[config.mk]
export PLATFORM = sky130hd
export DESIGN_NAME = pib_irq_bank
export DESIGN_NICKNAME = d
export VERILOG_FILES = /design/src/shared/pib_pkg.sv /design/src/hw/pib_irq_bank.sv /design/src/hw/pib_flag_cell.sv /design/src/hw/pib_ahb_front.sv
export SDC_FILE = /design/constraint.sdc
export NUM_CORES = 1
export LEC_CHECK = 0
export BUFFER_PORTS_ARGS = -buffer_cell sky130_fd_sc_hd__buf_2
export CAP_MARGIN = 5
export CORE_UTILIZATION = 35
export CTS_CLUSTER_SIZE = 25
export DETAILED_ROUTE_END_ITERATION = 8
export PLACE_DENSITY_LB_ADDON = 0.15
export SYNTH_ARGS = -nofsm -noshare
export SYNTH_HDL_FRONTEND = slang
export SYNTH_SLANG_ARGS = --single-unit
export TNS_END_PERCENT = 5
[constraint.sdc]
create_clock -name ref_clk -period 3.1 [get_ports ref_clk]
set_input_delay 0.31 -clock ref_clk [delete_from_list [all_inputs] [get_ports ref_clk]]
set_output_delay 0.31 -clock ref_clk [all_outputs]
set_load 0.02 [all_outputs]
[src/shared/pib_pkg.sv]
// Purpose: Shared constants for the peripheral interrupt enable/flag bank.
// Assumes: AHB-Lite register access, 32-bit data, byte addresses.
// Notes:   Registers hold 8 bits in the low byte; upper bits read zero.
package pib_pkg;
   // ****************************************************************
   // Register map
   // ****************************************************************
   localparam logic [7:0] PIB_OFS_FLAGS   = 8'h0C;
   localparam logic [7:0] PIB_OFS_ENABLES = 8'h8C;
   localparam logic [7:0] PIB_OFS_GCTRL   = 8'h10;
   // ****************************************************************
   // Field positions
   // ****************************************************************
   localparam int PIB_BIT_DISPLAY = 7;
   localparam int PIB_BIT_CONV    = 6;
   localparam int PIB_BIT_SERIAL  = 3;
   localparam int PIB_BIT_CAPCMP  = 2;
   localparam int PIB_BIT_PERIOD  = 1;
   localparam int PIB_BIT_TMR16   = 0;
   localparam int PIB_BIT_GIE     = 7;
   localparam int PIB_BIT_PERIPH_GROUP_ENABLE    = 6;
   // Implemented bits of both bank registers; bits 5 and 4 are absent.
   localparam logic [7:0] PIB_IMPL_MASK = 8'hCF;
   localparam logic [7:0] PIB_RST_VAL   = 8'h00;
   // ****************************************************************
   // Bus and mode encodings
   // ****************************************************************
   localparam logic [1:0] PIB_HTRANS_NONSEQ = 2'h2;
   localparam logic [1:0] PIB_HTRANS_SEQ    = 2'h3;
   localparam logic [1:0] PIB_HRESP_OKAY    = 2'h0;
   typedef enum logic [1:0]
   {
      PIB_CC_CAPTURE = 2'h0,
      PIB_CC_COMPARE = 2'h1,
      PIB_CC_PWM     = 2'h3
   } pib_ccmode_e;
endpackage

[src/hw/pib_irq_bank.sv]
// Purpose: Peripheral interrupt enable and flag registers with request.
// Assumes: Event inputs are one-cycle pulses synchronous to ref_clk.
// Notes:   Zero wait states; reads see the value a pending write makes.
//
// Implementation choice: the AHB-Lite interface to the registers.
`timescale 1ns/1ns
`default_nettype none
module pib_irq_bank
   import pib_pkg::*;
#(
   parameter bit HAS_CONVERTER = 1'b1
)
(
   // Clock and reset
   input  wire logic        ref_clk,
   input  wire logic        sys_rst,
   // AHB-Lite slave
   input  wire logic        hsel,
   input  wire logic [31:0] haddr,
   input  wire logic [1:0]  htrans,
   input  wire logic        hwrite,
   input  wire logic [2:0]  hsize,
   input  wire logic        hready,
   input  wire logic [31:0] hwdata,
   output logic [31:0]      hrdata,
   output logic             hreadyout,
   output logic [1:0]       hresp,
   // Peripheral events
   input  wire logic        displayEvt,
   input  wire logic        convDoneEvt,
   input  wire logic        serialDoneEvt,
   input  wire logic        capcmpEvt,
   input  wire logic [1:0]  capcmpMode,
   input  wire logic        periodMatchEvt,
   input  wire logic        timer16OvfEvt,
   // Interrupt request to the core
   output logic             periphIrq
);
   // ****************************************************************
   // Bus front end
   // ****************************************************************
   logic        rdAcc;
   logic        wrPend_q;
   logic [7:0]  wrAddr_q;
   logic        wrFlags;
   logic        wrEnables;
   logic        wrGctrl;
   logic [7:0]  evtVec;
   logic [7:0]  flags_d;
   logic [7:0]  flags_q;
   logic [7:0]  enables_d;
   logic [7:0]  enables_q;
   logic [7:0]  implMask;
   logic        gie_d;
   logic        gie_q;
   logic        periph_group_enable_d;
   logic        periph_group_enable_q;
   logic [31:0] hrdata_d;
   logic [31:0] hrdata_q;
   logic        irq_d;
   logic        irq_q;

   pib_ahb_front u_front
   (
      .ref_clk  (ref_clk),
      .sys_rst  (sys_rst),
      .hsel     (hsel),
      .htrans   (htrans),
      .hwrite   (hwrite),
      .hready   (hready),
      .haddrLow (haddr[7:0]),
      .rdAcc    (rdAcc),
      .wrPend_q (wrPend_q),
      .wrAddr_q (wrAddr_q)
   );

   // Data-phase write decode; unmapped addresses are ignored.
   always_comb
   begin
      wrFlags   = 1'b0;
      wrEnables = 1'b0;
      wrGctrl   = 1'b0;
      if (wrPend_q && wrAddr_q == PIB_OFS_FLAGS)
         wrFlags = 1'b1;
      else if (wrPend_q && wrAddr_q == PIB_OFS_ENABLES)
         wrEnables = 1'b1;
      else if (wrPend_q && wrAddr_q == PIB_OFS_GCTRL)
         wrGctrl = 1'b1;
   end

   // ****************************************************************
   // Flag and enable bits
   // ****************************************************************
   // Event vector in flag bit order; capture/compare idles in PWM mode.
   always_comb
   begin
      evtVec                  = 8'h00;
      evtVec[PIB_BIT_DISPLAY] = displayEvt;
      evtVec[PIB_BIT_CONV]    = convDoneEvt;
      evtVec[PIB_BIT_SERIAL]  = serialDoneEvt;
      evtVec[PIB_BIT_CAPCMP]  = capcmpEvt
                                & (capcmpMode != PIB_CC_PWM);
      evtVec[PIB_BIT_PERIOD]  = periodMatchEvt;
      evtVec[PIB_BIT_TMR16]   = timer16OvfEvt;
   end

   // Bits 5 and 4 are absent; bit 6 exists only with a converter.
   always_comb
   begin
      implMask               = PIB_IMPL_MASK;
      implMask[PIB_BIT_CONV] = HAS_CONVERTER;
   end

   // One sticky cell per flag bit and one per enable bit.
   for (genvar i = 0; i < 8; i++)
   begin : g_bit
      localparam bit BIT_IMPL = (i == PIB_BIT_CONV) ? HAS_CONVERTER
                                                    : PIB_IMPL_MASK[i];
      pib_flag_cell #(.IMPL(BIT_IMPL)) u_flag
      (
         .ref_clk (ref_clk),
         .sys_rst (sys_rst),
         .setEvt  (evtVec[i]),
         .wrEn    (wrFlags),
         .wrVal   (hwdata[i]),
         .bit_d   (flags_d[i]),
         .bit_q   (flags_q[i])
      );
      pib_flag_cell #(.IMPL(BIT_IMPL)) u_enable
      (
         .ref_clk (ref_clk),
         .sys_rst (sys_rst),
         .setEvt  (1'b0),
         .wrEn    (wrEnables),
         .wrVal   (hwdata[i]),
         .bit_d   (enables_d[i]),
         .bit_q   (enables_q[i])
      );
   end

   // ****************************************************************
   // Global enables, read data and request
   // ****************************************************************
   // Global and peripheral-group enables; reads bypass a pending write.
   always_comb
   begin
      gie_d    = wrGctrl ? hwdata[PIB_BIT_GIE] : gie_q;
      periph_group_enable_d   = wrGctrl ? hwdata[PIB_BIT_PERIPH_GROUP_ENABLE] : periph_group_enable_q;
      hrdata_d = hrdata_q;
      if (rdAcc && haddr[7:0] == PIB_OFS_FLAGS)
         hrdata_d = {24'h000000, flags_d & implMask};
      else if (rdAcc && haddr[7:0] == PIB_OFS_ENABLES)
         hrdata_d = {24'h000000, enables_d & implMask};
      else if (rdAcc && haddr[7:0] == PIB_OFS_GCTRL)
         hrdata_d = {24'h000000, gie_d, periph_group_enable_d, 6'h00};
      else if (rdAcc)
         hrdata_d = 32'h00000000;
      // Any enabled pending flag, gated by both global enables.
      irq_d = gie_q & periph_group_enable_q
              & |(flags_q & enables_q & implMask);
   end

   // Registered bus outputs and request.
   always_ff @(posedge ref_clk)
   begin
      if (sys_rst)
      begin
         gie_q    <= 1'b0;
         periph_group_enable_q   <= 1'b0;
         hrdata_q <= 32'h00000000;
         irq_q    <= 1'b0;
      end
      else
      begin
         gie_q    <= gie_d;
         periph_group_enable_q   <= periph_group_enable_d;
         hrdata_q <= hrdata_d;
         irq_q    <= irq_d;
      end
   end

   assign hrdata    = hrdata_q;
   assign hreadyout = 1'b1;          // Never stretched; tied OKAY below.
   assign hresp     = PIB_HRESP_OKAY;
   assign periphIrq = irq_q;
endmodule // pib_irq_bank
`default_nettype wire

[src/hw/pib_flag_cell.sv]
// Purpose: One stored bit that hardware may set and software may write.
// Assumes: Set events and writes are synchronous to ref_clk.
// Notes:   An absent bit stays zero and ignores everything.
`timescale 1ns/1ns
`default_nettype none
module pib_flag_cell
   import pib_pkg::*;
#(
   parameter bit IMPL = 1'b1
)
(
   // Clock and reset
   input  wire logic ref_clk,
   input  wire logic sys_rst,
   // Set and write
   input  wire logic setEvt,
   input  wire logic wrEn,
   input  wire logic wrVal,
   // State
   output logic      bit_d,
   output logic      bit_q
);
   // Next value: a hardware set wins over a software clear.
   always_comb
   begin
      if (!IMPL)
         bit_d = 1'b0;
      else
         bit_d = setEvt | (wrEn ? wrVal : bit_q);
   end

   // The bit clears at reset.
   always_ff @(posedge ref_clk)
   begin
      if (sys_rst)
         bit_q <= 1'b0;
      else
         bit_q <= bit_d;
   end
endmodule // pib_flag_cell
`default_nettype wire

[src/hw/pib_ahb_front.sv]
// Purpose: Captures AHB-Lite address phases for a zero-wait-state slave.
// Assumes: Single word transfers; the slave never stretches a transfer.
// Notes:   Read decode is immediate; writes complete in the data phase.
`timescale 1ns/1ns
`default_nettype none
module pib_ahb_front
   import pib_pkg::*;
(
   // Clock and reset
   input  wire logic       ref_clk,
   input  wire logic       sys_rst,
   // Address phase
   input  wire logic       hsel,
   input  wire logic [1:0] htrans,
   input  wire logic       hwrite,
   input  wire logic       hready,
   input  wire logic [7:0] haddrLow,
   // Decoded strobes
   output logic            rdAcc,
   output logic            wrPend_q,
   output logic [7:0]      wrAddr_q
);
   logic       accept;
   logic       wrPend_d;
   logic [7:0] wrAddr_d;

   // A transfer is taken when selected, active and the bus is ready.
   always_comb
   begin
      accept   = hsel & hready & (htrans == PIB_HTRANS_NONSEQ
                                  | htrans == PIB_HTRANS_SEQ);
      rdAcc    = accept & ~hwrite;
      wrPend_d = accept & hwrite;
      wrAddr_d = wrPend_d ? haddrLow : wrAddr_q;
   end

   // The write address waits one cycle for its data.
   always_ff @(posedge ref_clk)
   begin
      if (sys_rst)
      begin
         wrPend_q <= 1'b0;
         wrAddr_q <= 8'h00;
      end
      else
      begin
         wrPend_q <= wrPend_d;
         wrAddr_q <= wrAddr_d;
      end
   end
endmodule // pib_ahb_front
`default_nettype wire

Word level (Yosys, flattened, before mapping)
Cells that the tools add are included.
- output and inout bits: 36
- bits in registers: 30
- input port bits: 82
- word-level logic and storage cells: 75
- equal/unequal tests: 9
- bitwise logic cells: 16
- reduce and logical (&&, ||, !) cells: 8
- multiplexer cells: 24
- operators by type and width (kind ; count):
    8-bit 2-to-1 mux ; 4
    1-bit 2-to-1 mux ; 20
    8-bit by 4-bit == test with 1-bit output (second input constant) ; 2
    8-bit by 5-bit == test with 1-bit output (second input constant) ; 2
    8-bit == test (second input constant) ; 2
    8-bit bitwise AND ; 1
    1-bit bitwise AND ; 7
    1-bit OR ; 7
    1-bit logical AND ; 6
    6-bit OR reduction ; 1
    2-bit == test (second input constant) ; 2
    4-bit nonzero test ; 1
    2-bit inequality test (second input constant) ; 1
    1-bit inverter ; 1

Longest topological paths before layout
- word-level depth: 9
- gate-level depth with buffers: 6
- mapped depth without buffers: 5

Modules after synthesis
From an unflattened synthesis, not the netlist that was laid out.
- cells, all modules: 195
- area, all modules: 1729.2 um^2
- by module, submodules not included (module ; cells each ; area an instance (um^2) ; instances):
    pib_irq_bank ; 96 ; 814.5 ; 1
    pib_flag_cell ; 5 ; 42.5 ; 12
    pib_ahb_front ; 39 ; 404.1 ; 1

Worst setup path before layout
No wires, ideal clock.
- path kind: flip-flop to flip-flop
- start: register u_front.wrAddr_q[0]
- end: register hrdata_q[6] (netlist: hrdata[6])
- cell stages (with the launch flop): 6
- required time: 2.978 ns
- arrival: 1.873 ns
- path slack: 1.105 ns
- setup time: 0.122 ns
- path buffers: 0
- cell sequence: dfxtp_1 > or3_4 > or4_4 > mux2_4 > a221oi_1 > o21ai_1
- word-level cells in the longest chain between the ends: 9
- elaborated cells on any way between the ends: 19
- classes of those cells: eq/ne: 3; mux: 12; bitwise: 1; reduce/logical: 3
- RTL lines (element ; RTL line ; source):
    start: declaration ; pib_ahb_front.sv:21 ; output logic [7:0] wrAddr_q
    start signal: assignment ; pib_ahb_front.sv:48 ; wrAddr_q <= wrAddr_d;
    8-bit by 5-bit == test with 1-bit output ; pib_irq_bank.sv:87 ; else if (wrPend_q && wrAddr_q == PIB_OFS_GCTRL)
    1-bit logical AND ; pib_irq_bank.sv:87 ;
    1-bit 2-to-1 mux ; pib_irq_bank.sv:87 ;
    1-bit 2-to-1 mux ; pib_irq_bank.sv:85 ; else if (wrPend_q && wrAddr_q == PIB_OFS_ENABLES)
    1-bit 2-to-1 mux ; pib_irq_bank.sv:83 ; if (wrPend_q && wrAddr_q == PIB_OFS_FLAGS)
    1-bit 2-to-1 mux ; pib_irq_bank.sv:148 ; periph_group_enable_d = wrGctrl ? hwdata[PIB_BIT_PERIPH_GROUP_ENABLE] : periph_group_enable_q;
    8-bit 2-to-1 mux ; pib_irq_bank.sv:154 ; else if (rdAcc && haddr[7:0] == PIB_OFS_GCTRL)
    8-bit 2-to-1 mux ; pib_irq_bank.sv:152 ; else if (rdAcc && haddr[7:0] == PIB_OFS_ENABLES)
    8-bit 2-to-1 mux (*) ; pib_irq_bank.sv:150 ; if (rdAcc && haddr[7:0] == PIB_OFS_FLAGS)
    end signal: assignment ; pib_irq_bank.sv:177 ; hrdata_q <= hrdata_d;
    end: declaration ; pib_irq_bank.sv:59 ; logic [31:0] hrdata_q;
Every way passes the cells marked *; elsewhere a longest branch is shown, timed or not.
A chain may end at the register's enable or synchronous reset.

Final worst setup path
Ends and elaborated chain as after synthesis.

==> flow_metrics.py <==
metrics = {
    "outcome": {
        "status": "finished, final reports clean",
    },
    "routing": {
        "vias": 1251,
        "ant_nets": 0,
        "dr.pass1.iters": 4,
        "vias_per_cell": 4.79,
        "finalWirelength_um": 3200,
        "wl_per_cell_um": 12.3,
        "drc": 0,
        "drt_iter0_drc": 78,
    },
    "power": {
        "irDropWorstVdd_uv": 176,
        "intPower_mw": 0.571,
        "power_frac_seq": 0.516,
        "switching_share": 0.260,
        "power_frac_clock": 0.376,
        "combPwrFrac": 0.108,
        "p_leak_nw": 0.712,
        "power.density_nw_per_um2": 446,
        "power_switching_mw": 0.201,
    },
    "timing": {
        "fmax_mhz": 460,
        "slew_viol_final": 0,
        "finalHoldViolCount": 0,
        "slew_headroom": 0.598,
        "timing.final.ws_setup_ps": 927,
        "period_needed_ps": 2170,
        "tightest_slew_ps": 599,
        "skew_ps": 4.34,
        "period_share": 0.701,
        "setup-tns-final_ps": 0,
        "setup_viol": 0,
        "rsz0062_at_grt": "false",
    },
    "yosys": {
        "async_reset_ff_frac": 0,
        "synth_seq_cells": 30,
        "yosysTopAreaCellShare": 0.386,
        "synth-main-ff-cell": "dfxtp_1",
        "ys_types": 33,
        "synth-edff-count": 0,
        "syn_avg_cell_area_um2": 8.79,
        "yosysWarningCount": 0,
        "synth_area_um2": 1560,
        "syn-instance-count": 177,
        "synth_area_leaders": "dfxtp_1 39%, buf_4 14%, nand2_1 5.3%",
        "synth_area_leader_cell": "dfxtp_1",
        "seq_area_frac_synth": 0.386,
    },
    "clock_network": {
        "h-tree-depth": 2,
        "cts_resized": 0,
        "cts.sinks": 30,
        "path_clk_slew_ps": 60,
        "root_buffer": "clkbuf_8",
        "clk_latency_ps": 280,
        "cts_setup_buffers": 0,
        "postCtsHoldBufs": 0,
        "cts_tree": "yes",
        "numCtsBuffers": 5,
        "cts_max_path_buffers": 2,
    },
    "critical_path": {
        "worstPathArrival_ps": 2340,
        "cp_max_fo": 6,
        "r2r-start": "u_front.wrAddr_q[0]",
        "critPathLaunchType": "flop",
        "startpoint": "u_front.wrAddr_q[0]",
        "reg2reg_slack_ps": 930,
        "rr_endpoint": "hrdata[6]",
        "crit_path_end_kind": "flop",
        "crit_path_end": "hrdata[6]",
        "cp.required_ps": 3270,
        "worst-setup-path-type": "flop to flop",
        "r2r_cells": 5,
    },
    "floorplan": {
        "coreArea_um2": 4140,
        "dieHeight_um": 68.7,
        "initial_utilization": 0.375,
        "die_area_um2": 4710,
        "num_rows": 23,
        "die_width_um": 68.7,
        "ios": 118,
    },
    "cells_and_area": {
        "layout_commonest_cell": "buf_2",
        "layout-drive-gt1-share": 0.251,
        "n_antenna_cell": 0,
        "nets": 293,
        "area_growth_pct": 11.2,
        "final_cell_mix": "34 x buf_2, 30 x dfxtp_1, 29 x conb_1, 22 x nand2_1, 16 x nor2_1",
    },
    "grt": {
        "grt-ovfl-total": 0,
        "grt_use_total": 0.156,
        "grt_pass1_vias": 1143,
        "antenna_found_initial": 0,
        "grt_max_degree": 31,
        "grt_pass1_wl_um": 5220,
    },
    "job": {
        "maxCapViolations": 0,
    },
    "placed_design": {
        "gp_routability_congestion": 0.733,
        "io_buffer_count": 34,
        "dp_worst_setup_slack_ps": 949,
        "hpwl_um": 2390,
    },
    "hold_path": {
        "hp-class": "primary input to flop",
    },
}
[worst max-delay path: stages (launching register included)]
cell and delay, ps:
dfxtp_1 310, or3_4 430, nor4_4 570, mux2_2 420
a221oi_1 260, o21ai_1 80
[layer usage]
layer,wire length (um),global-route usage
met1,1400,0.185
met2,1510,0.256
met3,231,0.0428
met4,63,0.0781
met5,0,0
[flip-flops by register name, summed over array words and instances (netlist names)]
name                   count
periphIrq                  1
hrdata                     6
u_front.wrPend_q           1
gie_q                      1
u_front.wrAddr_q           8
g_bit.u_enable.bit_q       6
periph_group_enable_q      1
g_bit.u_flag.bit_q         6
[through the flow]
step	hold slack, ps	instances	util	instance area [um2]	total power, mW
after floorplan	414	204	-	1660	0.490
after global placement	443	254	0.399	1650	0.488
after detailed placement	445	254	0.399	1650	0.489
after CTS	247	261	0.417	1730	0.777
after global routing	254	261	0.417	1730	0.806
final	249	261	0.417	1730	0.772
[power groups by stage]
stage	combinational, mW	clock [mW]	sequential, mW
after global routing	0.0932	0.314	0.399
after detailed placement	0.0830	0	0.406
after floorplan	0.0851	0	0.405
after CTS	0.0833	0.296	0.398
final	0.0834	0.290	0.398
after global placement	0.0819	0	0.406
[how the worst min path moves through the flow]
stage,endpoint,depth (start not counted),start
finish,g_bit[3].u_flag.bit_q,3,serialDoneEvt
global route,g_bit[3].u_flag.bit_q,3,serialDoneEvt
CTS,g_bit[3].u_flag.bit_q,3,serialDoneEvt
detailed placement,periphIrq,2,periph_group_enable_q
global placement,periphIrq,2,periph_group_enable_q
floorplan,periphIrq,2,periph_group_enable_q
[cell usage after synthesis, types with 2 or more instances]
cell	n
a221oi_1	3
o31ai_1	2
nor2b_1	5
dfxtp_1	30
mux2i_1	6
clkbuf_1	4
nor2_1	16
nand3b_1	2
inv_1	4
a22oi_1	3
nand3_1	2
a2bb2oi_1	3
a21oi_1	15
mux2_4	2
mux2_2	6
nor4_4	2
buf_4	29
nor3_1	2
o21ai_1	2
a211o_1	3
nand2b_1	2
conb_1	2
nand2_1	22
[cell type report]
cell class                 count  area, um2
fill                         414       2410
clock buffer                   7       76.3
sequential                    30        601
tap                           50       62.6
multi-input combinational    136        805
timing repair buffer          34        170
inverter                       4       15.0
[kinds of logic after synthesis]
| family | Yosys count | share of synthesized area |
|---|---|---|
| compound gates | 32 | 0.133 |
| mux | 14 | 0.101 |
| flops | 30 | 0.386 |
| other cells | 2 | 0.00483 |
| simple gates | 61 | 0.213 |
| buf+inv | 38 | 0.162 |
Note: power is estimated with default switching activity, not from simulation.
